--- src/rtl/pasl_pkg.sv ---
/*
 * Shared constants for the port analog select and output latch block.
 * Assumes a 32-bit AXI4-Lite register bus with each register in one aligned word.
 */
// Summary of operation
// - Port A select bit zero routes that pin to port logic or digital functions.
// - Select bit one makes the pin analog and blocks its digital input buffer.
// - Port A select bits 7, 6 and 4 are absent and always read zero.
// - Implemented port A select bits become one on every reset.
// - Writes to the port E data address land in the 8-bit output latch.
// - Reads of the port E data address return the live pin levels, with analog-selected pins reading zero.
// - The port E latch powers up unknown and survives all later resets.
// - Port E select bits 2 to 0 act per pin like port A and reset to one.
package pasl_pkg;

	// Byte offsets of the registers.
	localparam logic [7:0] PASL_OFF_ANA_A  = 8'h00;
	localparam logic [7:0] PASL_OFF_PA_PIN = 8'h04;
	localparam logic [7:0] PASL_OFF_PE_PIN = 8'h08;
	localparam logic [7:0] PASL_OFF_PE_LAT = 8'h0c;
	localparam logic [7:0] PASL_OFF_ANA_E  = 8'h10;
	localparam logic [7:0] PASL_OFF_DIR_E  = 8'h14;

	// Implemented bits and values after reset.
	localparam logic [7:0] PASL_ANA_A_MASK = 8'h2f;
	localparam logic [7:0] PASL_ANA_E_MASK = 8'h07;
	localparam logic [7:0] PASL_ANA_A_RST  = 8'h2f;
	localparam logic [7:0] PASL_ANA_E_RST  = 8'h07;
	localparam logic [7:0] PASL_DIR_E_RST  = 8'hff;

	// AXI response codes.
	localparam logic [1:0] PASL_RESP_OKAY   = 2'h0;
	localparam logic [1:0] PASL_RESP_SLVERR = 2'h2;

endpackage

--- src/rtl/pasl_regbus_if.sv ---
/*
 * Carrier between the bus slave and the register logic.
 * Assumes the slave issues at most one write strobe per cycle.
 */
interface pasl_regbus_if;
	logic        wr_en;
	logic [7:0]  wr_addr;
	logic [31:0] wr_data;
	logic [3:0]  wr_strb;
	logic        wr_ok;
	logic [7:0]  rd_addr;
	logic [31:0] rd_data;
	logic        rd_ok;

	modport slave (
		output wr_en,
		output wr_addr,
		output wr_data,
		output wr_strb,
		output rd_addr,
		input  wr_ok,
		input  rd_data,
		input  rd_ok
	);

	modport regs (
		input  wr_en,
		input  wr_addr,
		input  wr_data,
		input  wr_strb,
		input  rd_addr,
		output wr_ok,
		output rd_data,
		output rd_ok
	);
endinterface

--- src/rtl/pasl_axil_slave.sv ---
/*
 * AXI4-Lite slave front end: holds address and data, strobes one write, answers reads.
 * Assumes the register side decodes addresses and answers reads combinationally.
 */
module pasl_axil_slave (
	// Clock and reset.
	input  wire logic        clk_i,
	input  wire logic        nrst_i,
	// Write address and data.
	input  wire logic        awvalid_i,
	output logic             awready_o,
	input  wire logic [7:0]  awaddr_i,
	input  wire logic        wvalid_i,
	output logic             wready_o,
	input  wire logic [31:0] wdata_i,
	input  wire logic [3:0]  wstrb_i,
	// Write response.
	output logic             bvalid_o,
	input  wire logic        bready_i,
	output logic [1:0]       bresp_o,
	// Read address and data.
	input  wire logic        arvalid_i,
	output logic             arready_o,
	input  wire logic [7:0]  araddr_i,
	output logic             rvalid_o,
	input  wire logic        rready_i,
	output logic [31:0]      rdata_o,
	output logic [1:0]       rresp_o,
	// Register side.
	pasl_regbus_if.slave     bus
);

	logic        aw_held_reg;
	logic        w_held_reg;
	logic [7:0]  awaddr_reg;
	logic [31:0] wdata_reg;
	logic [3:0]  wstrb_reg;
	logic        bvalid_reg;
	logic [1:0]  bresp_reg;
	logic        rd_pend_reg;
	logic [7:0]  araddr_reg;
	logic        rvalid_reg;
	logic [31:0] rdata_reg;
	logic [1:0]  rresp_reg;

	// Nothing new is taken while a response waits, so one write and one read stay in flight.
	assign awready_o    = !aw_held_reg && !bvalid_reg;
	assign wready_o     = !w_held_reg && !bvalid_reg;
	assign arready_o    = !rd_pend_reg && !rvalid_reg;
	assign bvalid_o     = bvalid_reg;
	assign bresp_o      = bresp_reg;
	assign rvalid_o     = rvalid_reg;
	assign rdata_o      = rdata_reg;
	assign rresp_o      = rresp_reg;
	assign bus.wr_en    = aw_held_reg && w_held_reg;
	assign bus.wr_addr  = awaddr_reg;
	assign bus.wr_data  = wdata_reg;
	assign bus.wr_strb  = wstrb_reg;
	assign bus.rd_addr  = araddr_reg;

	always_ff @(posedge clk_i or negedge nrst_i) begin
		if (!nrst_i) begin
			aw_held_reg <= 1'b0;
			awaddr_reg  <= 8'h00;
		end else if (awvalid_i && awready_o) begin
			aw_held_reg <= 1'b1;
			awaddr_reg  <= awaddr_i;
		end else if (bus.wr_en) begin
			aw_held_reg <= 1'b0;
		end
	end

	always_ff @(posedge clk_i or negedge nrst_i) begin
		if (!nrst_i) begin
			w_held_reg <= 1'b0;
			wdata_reg  <= 32'h0000_0000;
			wstrb_reg  <= 4'h0;
		end else if (wvalid_i && wready_o) begin
			w_held_reg <= 1'b1;
			wdata_reg  <= wdata_i;
			wstrb_reg  <= wstrb_i;
		end else if (bus.wr_en) begin
			w_held_reg <= 1'b0;
		end
	end

	always_ff @(posedge clk_i or negedge nrst_i) begin
		if (!nrst_i) begin
			bvalid_reg <= 1'b0;
			bresp_reg  <= pasl_pkg::PASL_RESP_OKAY;
		end else if (bus.wr_en) begin
			bvalid_reg <= 1'b1;
			bresp_reg  <= bus.wr_ok ? pasl_pkg::PASL_RESP_OKAY : pasl_pkg::PASL_RESP_SLVERR;
		end else if (bready_i) begin
			bvalid_reg <= 1'b0;
		end
	end

	always_ff @(posedge clk_i or negedge nrst_i) begin
		if (!nrst_i) begin
			rd_pend_reg <= 1'b0;
			araddr_reg  <= 8'h00;
		end else if (arvalid_i && arready_o) begin
			rd_pend_reg <= 1'b1;
			araddr_reg  <= araddr_i;
		end else begin
			rd_pend_reg <= 1'b0;
		end
	end

	always_ff @(posedge clk_i or negedge nrst_i) begin
		if (!nrst_i) begin
			rvalid_reg <= 1'b0;
			rdata_reg  <= 32'h0000_0000;
			rresp_reg  <= pasl_pkg::PASL_RESP_OKAY;
		end else if (rd_pend_reg) begin
			rvalid_reg <= 1'b1;
			rdata_reg  <= bus.rd_data;
			rresp_reg  <= bus.rd_ok ? pasl_pkg::PASL_RESP_OKAY : pasl_pkg::PASL_RESP_SLVERR;
		end else if (rready_i) begin
			rvalid_reg <= 1'b0;
		end
	end
endmodule

--- src/rtl/pasl_top.sv ---
/*
 * Port analog select and output latch block with its AXI4-Lite register bank.
 * Assumes pin levels are already synchronous to clk_i and analog muxes sit outside.
 */
// Our own choices: the address map and the AXI4-Lite interface to the registers.
module pasl_top (
	// Clock and reset.
	input  wire logic        clk_i,
	input  wire logic        nrst_i,
	// AXI4-Lite write channels.
	input  wire logic        awvalid_i,
	output logic             awready_o,
	input  wire logic [7:0]  awaddr_i,
	input  wire logic        wvalid_i,
	output logic             wready_o,
	input  wire logic [31:0] wdata_i,
	input  wire logic [3:0]  wstrb_i,
	output logic             bvalid_o,
	input  wire logic        bready_i,
	output logic [1:0]       bresp_o,
	// AXI4-Lite read channels.
	input  wire logic        arvalid_i,
	output logic             arready_o,
	input  wire logic [7:0]  araddr_i,
	output logic             rvalid_o,
	input  wire logic        rready_i,
	output logic [31:0]      rdata_o,
	output logic [1:0]       rresp_o,
	// Port A pins.
	input  wire logic [7:0]  port_a_pins_i,
	output logic [7:0]       port_a_analog_o,
	output logic [7:0]       port_a_digital_o,
	// Port E pins.
	input  wire logic [7:0]  port_e_pins_i,
	output logic [7:0]       port_e_pins_o,
	output logic [7:0]       port_e_pins_oe_n_o,
	output logic [7:0]       port_e_analog_o,
	output logic [7:0]       port_e_digital_o
);

	pasl_regbus_if bus ();

	logic [7:0] ana_a_reg;
	logic [7:0] ana_e_reg;
	logic [7:0] dir_e_reg;
	logic [7:0] lat_e_reg;
	logic [7:0] pa_dig;
	logic [7:0] pe_dig;
	logic       wr_byte0;
	logic       hit_lat;
	logic       first_reg;
	logic       lat_known_reg;

	pasl_axil_slave u_slave (
		.clk_i     (clk_i),
		.nrst_i    (nrst_i),
		.awvalid_i (awvalid_i),
		.awready_o (awready_o),
		.awaddr_i  (awaddr_i),
		.wvalid_i  (wvalid_i),
		.wready_o  (wready_o),
		.wdata_i   (wdata_i),
		.wstrb_i   (wstrb_i),
		.bvalid_o  (bvalid_o),
		.bready_i  (bready_i),
		.bresp_o   (bresp_o),
		.arvalid_i (arvalid_i),
		.arready_o (arready_o),
		.araddr_i  (araddr_i),
		.rvalid_o  (rvalid_o),
		.rready_i  (rready_i),
		.rdata_o   (rdata_o),
		.rresp_o   (rresp_o),
		.bus       (bus.slave)
	);

	// Only the low byte carries register data, so only its strobe enables a store.
	assign wr_byte0 = bus.wr_en && bus.wr_strb[0];
	// The latch can be reached through the pin data address or its own address.
	assign hit_lat  = wr_byte0 && (bus.wr_addr == pasl_pkg::PASL_OFF_PE_PIN ||
		bus.wr_addr == pasl_pkg::PASL_OFF_PE_LAT);

	always_comb begin
		unique case (bus.wr_addr)
			pasl_pkg::PASL_OFF_ANA_A,
			pasl_pkg::PASL_OFF_PA_PIN,
			pasl_pkg::PASL_OFF_PE_PIN,
			pasl_pkg::PASL_OFF_PE_LAT,
			pasl_pkg::PASL_OFF_ANA_E,
			pasl_pkg::PASL_OFF_DIR_E: bus.wr_ok = 1'b1;
			default:                  bus.wr_ok = 1'b0;
		endcase
	end

	always_ff @(posedge clk_i or negedge nrst_i) begin
		if (!nrst_i) begin
			ana_a_reg <= pasl_pkg::PASL_ANA_A_RST;
		end else if (wr_byte0 && bus.wr_addr == pasl_pkg::PASL_OFF_ANA_A) begin
			ana_a_reg <= bus.wr_data[7:0] & pasl_pkg::PASL_ANA_A_MASK;
		end
	end

	always_ff @(posedge clk_i or negedge nrst_i) begin
		if (!nrst_i) begin
			ana_e_reg <= pasl_pkg::PASL_ANA_E_RST;
		end else if (wr_byte0 && bus.wr_addr == pasl_pkg::PASL_OFF_ANA_E) begin
			ana_e_reg <= bus.wr_data[7:0] & pasl_pkg::PASL_ANA_E_MASK;
		end
	end

	// Pins start as inputs; software must keep analog pins as inputs as well.
	always_ff @(posedge clk_i or negedge nrst_i) begin
		if (!nrst_i) begin
			dir_e_reg <= pasl_pkg::PASL_DIR_E_RST;
		end else if (wr_byte0 && bus.wr_addr == pasl_pkg::PASL_OFF_DIR_E) begin
			dir_e_reg <= bus.wr_data[7:0];
		end
	end

	// The latch has no reset on purpose, so it keeps its value across every reset.
	always_ff @(posedge clk_i) begin
		if (hit_lat) begin
			lat_e_reg <= bus.wr_data[7:0];
		end
	end

	// A disabled input buffer reads low, so an analog pin never toggles digital logic.
	assign pa_dig = port_a_pins_i & ~ana_a_reg;
	assign pe_dig = port_e_pins_i & ~ana_e_reg;

	assign port_a_analog_o    = ana_a_reg;
	assign port_a_digital_o   = pa_dig;
	assign port_e_analog_o    = ana_e_reg;
	assign port_e_digital_o   = pe_dig;
	assign port_e_pins_o      = lat_e_reg;
	assign port_e_pins_oe_n_o = dir_e_reg;

	always_comb begin
		bus.rd_ok   = 1'b1;
		bus.rd_data = 32'h0000_0000;
		unique case (bus.rd_addr)
			pasl_pkg::PASL_OFF_ANA_A:  bus.rd_data[7:0] = ana_a_reg;
			pasl_pkg::PASL_OFF_PA_PIN: bus.rd_data[7:0] = pa_dig;
			pasl_pkg::PASL_OFF_PE_PIN: bus.rd_data[7:0] = pe_dig;
			pasl_pkg::PASL_OFF_PE_LAT: bus.rd_data[7:0] = lat_e_reg;
			pasl_pkg::PASL_OFF_ANA_E:  bus.rd_data[7:0] = ana_e_reg;
			pasl_pkg::PASL_OFF_DIR_E:  bus.rd_data[7:0] = dir_e_reg;
			default:                   bus.rd_ok        = 1'b0;
		endcase
	end

	// Helpers read only by the checks below.
	always_ff @(posedge clk_i or negedge nrst_i) begin
		if (!nrst_i) begin
			first_reg <= 1'b1;
		end else begin
			first_reg <= 1'b0;
		end
	end

	always_ff @(posedge clk_i or negedge nrst_i) begin
		if (!nrst_i) begin
			lat_known_reg <= 1'b0;
		end else if (hit_lat) begin
			lat_known_reg <= 1'b1;
		end
	end
endmodule

--- config.mk ---
export PLATFORM = sky130hd
export DESIGN_NAME = pasl_top
export DESIGN_NICKNAME = d
export VERILOG_FILES = /design/src/rtl/pasl_pkg.sv /design/src/rtl/pasl_regbus_if.sv /design/src/rtl/pasl_axil_slave.sv /design/src/rtl/pasl_top.sv
export SDC_FILE = /design/constraint.sdc
export NUM_CORES = 1
export LEC_CHECK = 0
export CAP_MARGIN = 20
export CORE_MARGIN = 2
export CORE_UTILIZATION = 58
export DETAILED_ROUTE_END_ITERATION = 12
export DONT_BUFFER_PORTS = 1
export PLACE_DENSITY = 0.74
export SLEW_MARGIN = 0
export SYNTH_ARGS = -nofsm -noshare
export SYNTH_HDL_FRONTEND = slang
export SYNTH_HIERARCHICAL = 1
export SYNTH_SLANG_ARGS = --single-unit
export TNS_END_PERCENT = 1
--- constraint.sdc ---
create_clock -name clk_i -period 4.45 [get_ports clk_i]
set_input_delay 0.89 -clock clk_i [delete_from_list [all_inputs] [get_ports clk_i]]
set_output_delay 0.89 -clock clk_i [all_outputs]
set_load 0.005 [all_outputs]
**Word-level counts from Yosys, hierarchy flattened**

Index checks and enable logic that the tools add are counted.

- Register bits: 66
- Input bits: 75
- Word-level logic and storage cells: 69
- Output and inout port bits: 89

- Equal/unequal tests: 10
- Reductions and logical operators: 26
- Multiplexer cells: 13
- Bitwise operators: 4

Operator list:

| kind | count |
|---|---|
| $pmux W8 S6 | 1 |
| $eq A8 B4 Y1 const B | 4 |
| $eq A8 B5 Y1 const B | 4 |
| $and A8 B8 Y8 | 2 |
| $eq A8 B3 Y1 const B | 2 |
| $logic_not A8 Y1 | 2 |
| $logic_and A1 B1 Y1 | 12 |
| $reduce_or A6 Y1 | 2 |
| $mux W1 | 10 |
| $not A3 Y8 | 1 |
| $not A6 Y8 | 1 |
| $reduce_bool A2 Y1 | 4 |
| $logic_not A1 Y1 | 5 |
| $mux W2 | 2 |
| $logic_or A1 B1 Y1 | 1 |

**Depth between registers and ports, before layout**

- Depth after elaboration: 4
- Gate-level depth with buffers: 6
- Depth with buffers taken out: 5

**Hierarchy**

The synthesis kept the hierarchy.

Modules (own cells, without submodules):

| module | seq. area each (µm²) | instances | cells an instance | area each (µm²) |
|---|---|---|---|---|
| pasl_axil_slave | 2277.2 | 1 | 206 | 3573.4 |
| pasl_top | 660.6 | 1 | 143 | 1547.7 |

**Worst setup path before layout**

OpenSTA, ideal clock, no wires.

- Path kind: in2out
- Start: input port port_a_pins_i[3]
- End: output port port_a_digital_o[3]
- Required time: 3.560 ns
- Setup slack: 2.506 ns
- Data arrival time: 1.054 ns
- Cell stages on the path: 1
- Buffers on the path: 0
- Cells stage by stage: nor2b_1

- Cells in the longest elaborated chain, start to end: 1

RTL lines:

| element | RTL line | text |
|---|---|---|
| from (decl) | pasl_top.sv:30 | `input wire logic [7:0] port_a_pins_i,` |
| $and A8 B8 Y8 | pasl_top.sv:128 | `assign pa_dig = port_a_pins_i & ~ana_a_reg;` |
| to (decl) | pasl_top.sv:32 | `output logic [7:0] port_a_digital_o,` |

Every way passes these cells.

**Worst setup path after layout**

- Start: register u_slave.araddr_reg[4] (netlist: u_slave/bus.rd_addr[4])
- End: register u_slave.rdata_reg[0] (netlist: u_slave/rdata_o[0])

- Cells in the longest elaborated chain, start to end: 2
- Elaborated cells between the ends (all ways): 7
- Those cells by class: eq/ne: 5; mux: 1; reduce/logical: 1

RTL lines:

| element | RTL line | text |
|---|---|---|
| from (decl) | pasl_axil_slave.sv:41 | `logic [7:0] araddr_reg;` |
| from (signal assigned) | pasl_axil_slave.sv:105 | `araddr_reg <= araddr_i;` |
| $eq A8 B5 Y1 (tied with other cells) | pasl_top.sv:141 | `unique case (bus.rd_addr)` |
| $pmux W8 S6 (*) | pasl_top.sv:141 |  |
| net bus.rd_data[0] | pasl_regbus_if.sv:12 | `logic [31:0] rd_data;` |
| to (signal assigned) | pasl_axil_slave.sv:118 | `rdata_reg <= bus.rd_data;` |
| to (decl) | pasl_axil_slave.sv:43 | `logic [31:0] rdata_reg;` |

The timed path passes the listed nets; every way through them passes the cells marked *.
A chain may end at the register's enable or synchronous reset.

==> impl_metrics.yaml <==
pwr:
  switchingPower_mw: 0.732
  p_int_mw: 1.77
  seqPwrFrac: 0.531
  clkPwrFrac: 0.267
  combPwrFrac: 0.202
  sw_frac_of_total: 0.293
  power.total_mw: 2.50
  vdd_drop_max_mv: 0.373
  leakage_nw: 1.91
  power-per-cell-area_mw_per_mm2: 578
synthesis:
  avgSynthCellArea_um2: 13.8
  netlist_instances: 295
  yosys_warnings: 6
  synth_area_mm2: 0.00407
sta:
  hold_violations: 0
  finClkSkew_ns: 0.0116
  setup_violations: 0
  clock.fmax_mhz: 471
  fin_crit_ns: 2.12
  rsz0062_at_grt: "false"
  relSlewSlack: 0.409
  tightest_slew_ns: 0.883
  fin_setup_tns_ns: 0
  min_period_over_period: 0.477
  slew_violations: 0
critical_path:
  cpMaxStageDelayCell: "nor4b_2"
  cp_max_fo: 24
  required_ns: 4.74
  path_cells: "nor4b_2, nand2_1, o32ai_1, mux2_2"
  slowest_delay_ns: 0.76
  start_kind: "register"
  r2r_start: "u_slave/bus.rd_addr[4]"
  critPathKind: "reg -> reg"
  cp.arrival_ns: 2.41
  crit_start: "u_slave/bus.rd_addr[4]"
  endpoint_kind: "register"
placement:
  hpwl_um: 5240
  finalWeightedCongestion: 0.715
  dp.cells: 392
  port_buffers: 0
global_route:
  grt_max_degree: 81
  busiest_layer: "met2"
  gr-usage-all-layers: 0.206
  grt_pass1_vias: 2280
  grt_pass1_wl_um: 11800
  globalRouteMet3Util: 0.0858
  grt.overflow.total: 0
  use_met1: 0.255
  met2_usage: 0.337
  antenna_found_initial: 0
final_layout:
  finalNonFillerCells: 410
  nets: 384
  fin_util: 0.636
  largest_reg_flops: 32
  syn2layout_area_growth_pct: 6.34
  drive_gt1_frac: 0.379
  n_antenna_cell: 0
detailed_routing:
  vias_per_cell: 5.56
  wl_um: 7560
  ant_nets: 0
  drcViolationCount: 0
  via_count: 2278
  drt_iter0_markers: 65
  wire_per_inst_um: 18.4
  first_pass_iters: 4
floorplanning:
  die_area_mm2: 0.00770
  rows: 30
  die_y_um: 87.7
  io_pins: 164
  fp.coreArea_mm2: 0.00679
  fp.dieW_um: 87.7
  start_util: 0.599
clock_network:
  cts_num_sinks: 88
  cts.clk_slew.worst_paths_ns: 0.09
  cts_tree: "done"
  cts_resized: 0
  clk_latency_ns: 0.35
  cts_buffers: 9
  cts_buffer_depth: 2
  cts_root_buffer: "clkbuf_8"
  h-tree-depth: 3
  holdBufCountCts: 0
  post_cts_buffers: 0
worst_hold_path:
  hp-class: "in -> async"
flow_run:
  drv_cap: 0
status:
  status: "complete, no violations"
power by group through the flow:
stage                     registers, mW  logic (mW)  clock network (mW)
final                              1.33       0.505               0.668
after global routing               1.38       0.552               0.717
after CTS                          1.33       0.505               0.682
after detailed placement           1.35       0.503                   0
after global placement             1.34       0.483                   0
after floorplan                    1.24       0.540                   0
worst paths after layout:
| check | end | slack [ns] | cells past startpoint |
|---|---|---|---|
| min reg2reg | port_e_pins_o[7] | 0.47 | 0 |
| min in group clk_i | port_e_pins_o[7] | 0.47 | 0 |
| max in group asynchronous | port_e_pins_oe_n_o[7] | 4.02 | 0 |
| min | u_slave/bus.wr_data[1] | 0.22 | 0 |
| max reg2reg | u_slave/rdata_o[0] | 2.33 | 4 |
| max | u_slave/rdata_o[0] | 2.33 | 4 |
metal layers:
layer | wire length, µm | share of wire
met3 | 678 | 0.090
met5 | 0 | 0
met2 | 3800 | 0.50
met4 | 71 | 0.0094
met1 | 3010 | 0.40
area by class of cell:
type	instances	area [µm²]
multi-input combinational	196	1630
clock buffer	11	141
sequential	88	2260
timing repair buffer	4	31.3
inverter	10	37.5
fill	567	2470
tap	96	120
clock inverter	5	104
critical path, delay by kind of cell, from the launching register on:
family           cells  cell delay, ns
AO/OA/AOI/OAI        1            0.18
AND/OR/NAND/NOR      2            1.02
multiplexers         1            0.20
flip-flops           1            0.67
cells in the final DEF, fill, tap and decap left out, drive strengths merged, types with 2 or more instances in the layout:
master / n
mux2: 77
dfrtp: 64
conb: 34
dfstp: 16
clkbuf: 11
inv: 10
nor2: 10
nand2: 9
nor2b: 9
edfxtp: 8
nand4: 8
mux2i: 6
nand4b: 5
nor3: 4
nand3: 4
o311a: 4
a211oi: 4
buf: 4
a21oi: 3
o32ai: 3
bufinv: 3
nor3b: 3
a21o: 2
nor4b: 2
clkinv: 2
through the flow:
step	hold slack (ns)	setup slack (ns)	instance area [µm²]
3_5_place_dp	0.461	2.06	4060
4_1_cts	0.205	2.23	4310
3_3_place_gp	0.461	2.09	4060
5_1_grt	0.200	2.13	4320
6_report	0.221	2.33	4320
2_1_floorplan	0.443	2.51	4190
No activity file was read; power rests on OpenSTA's default activity.
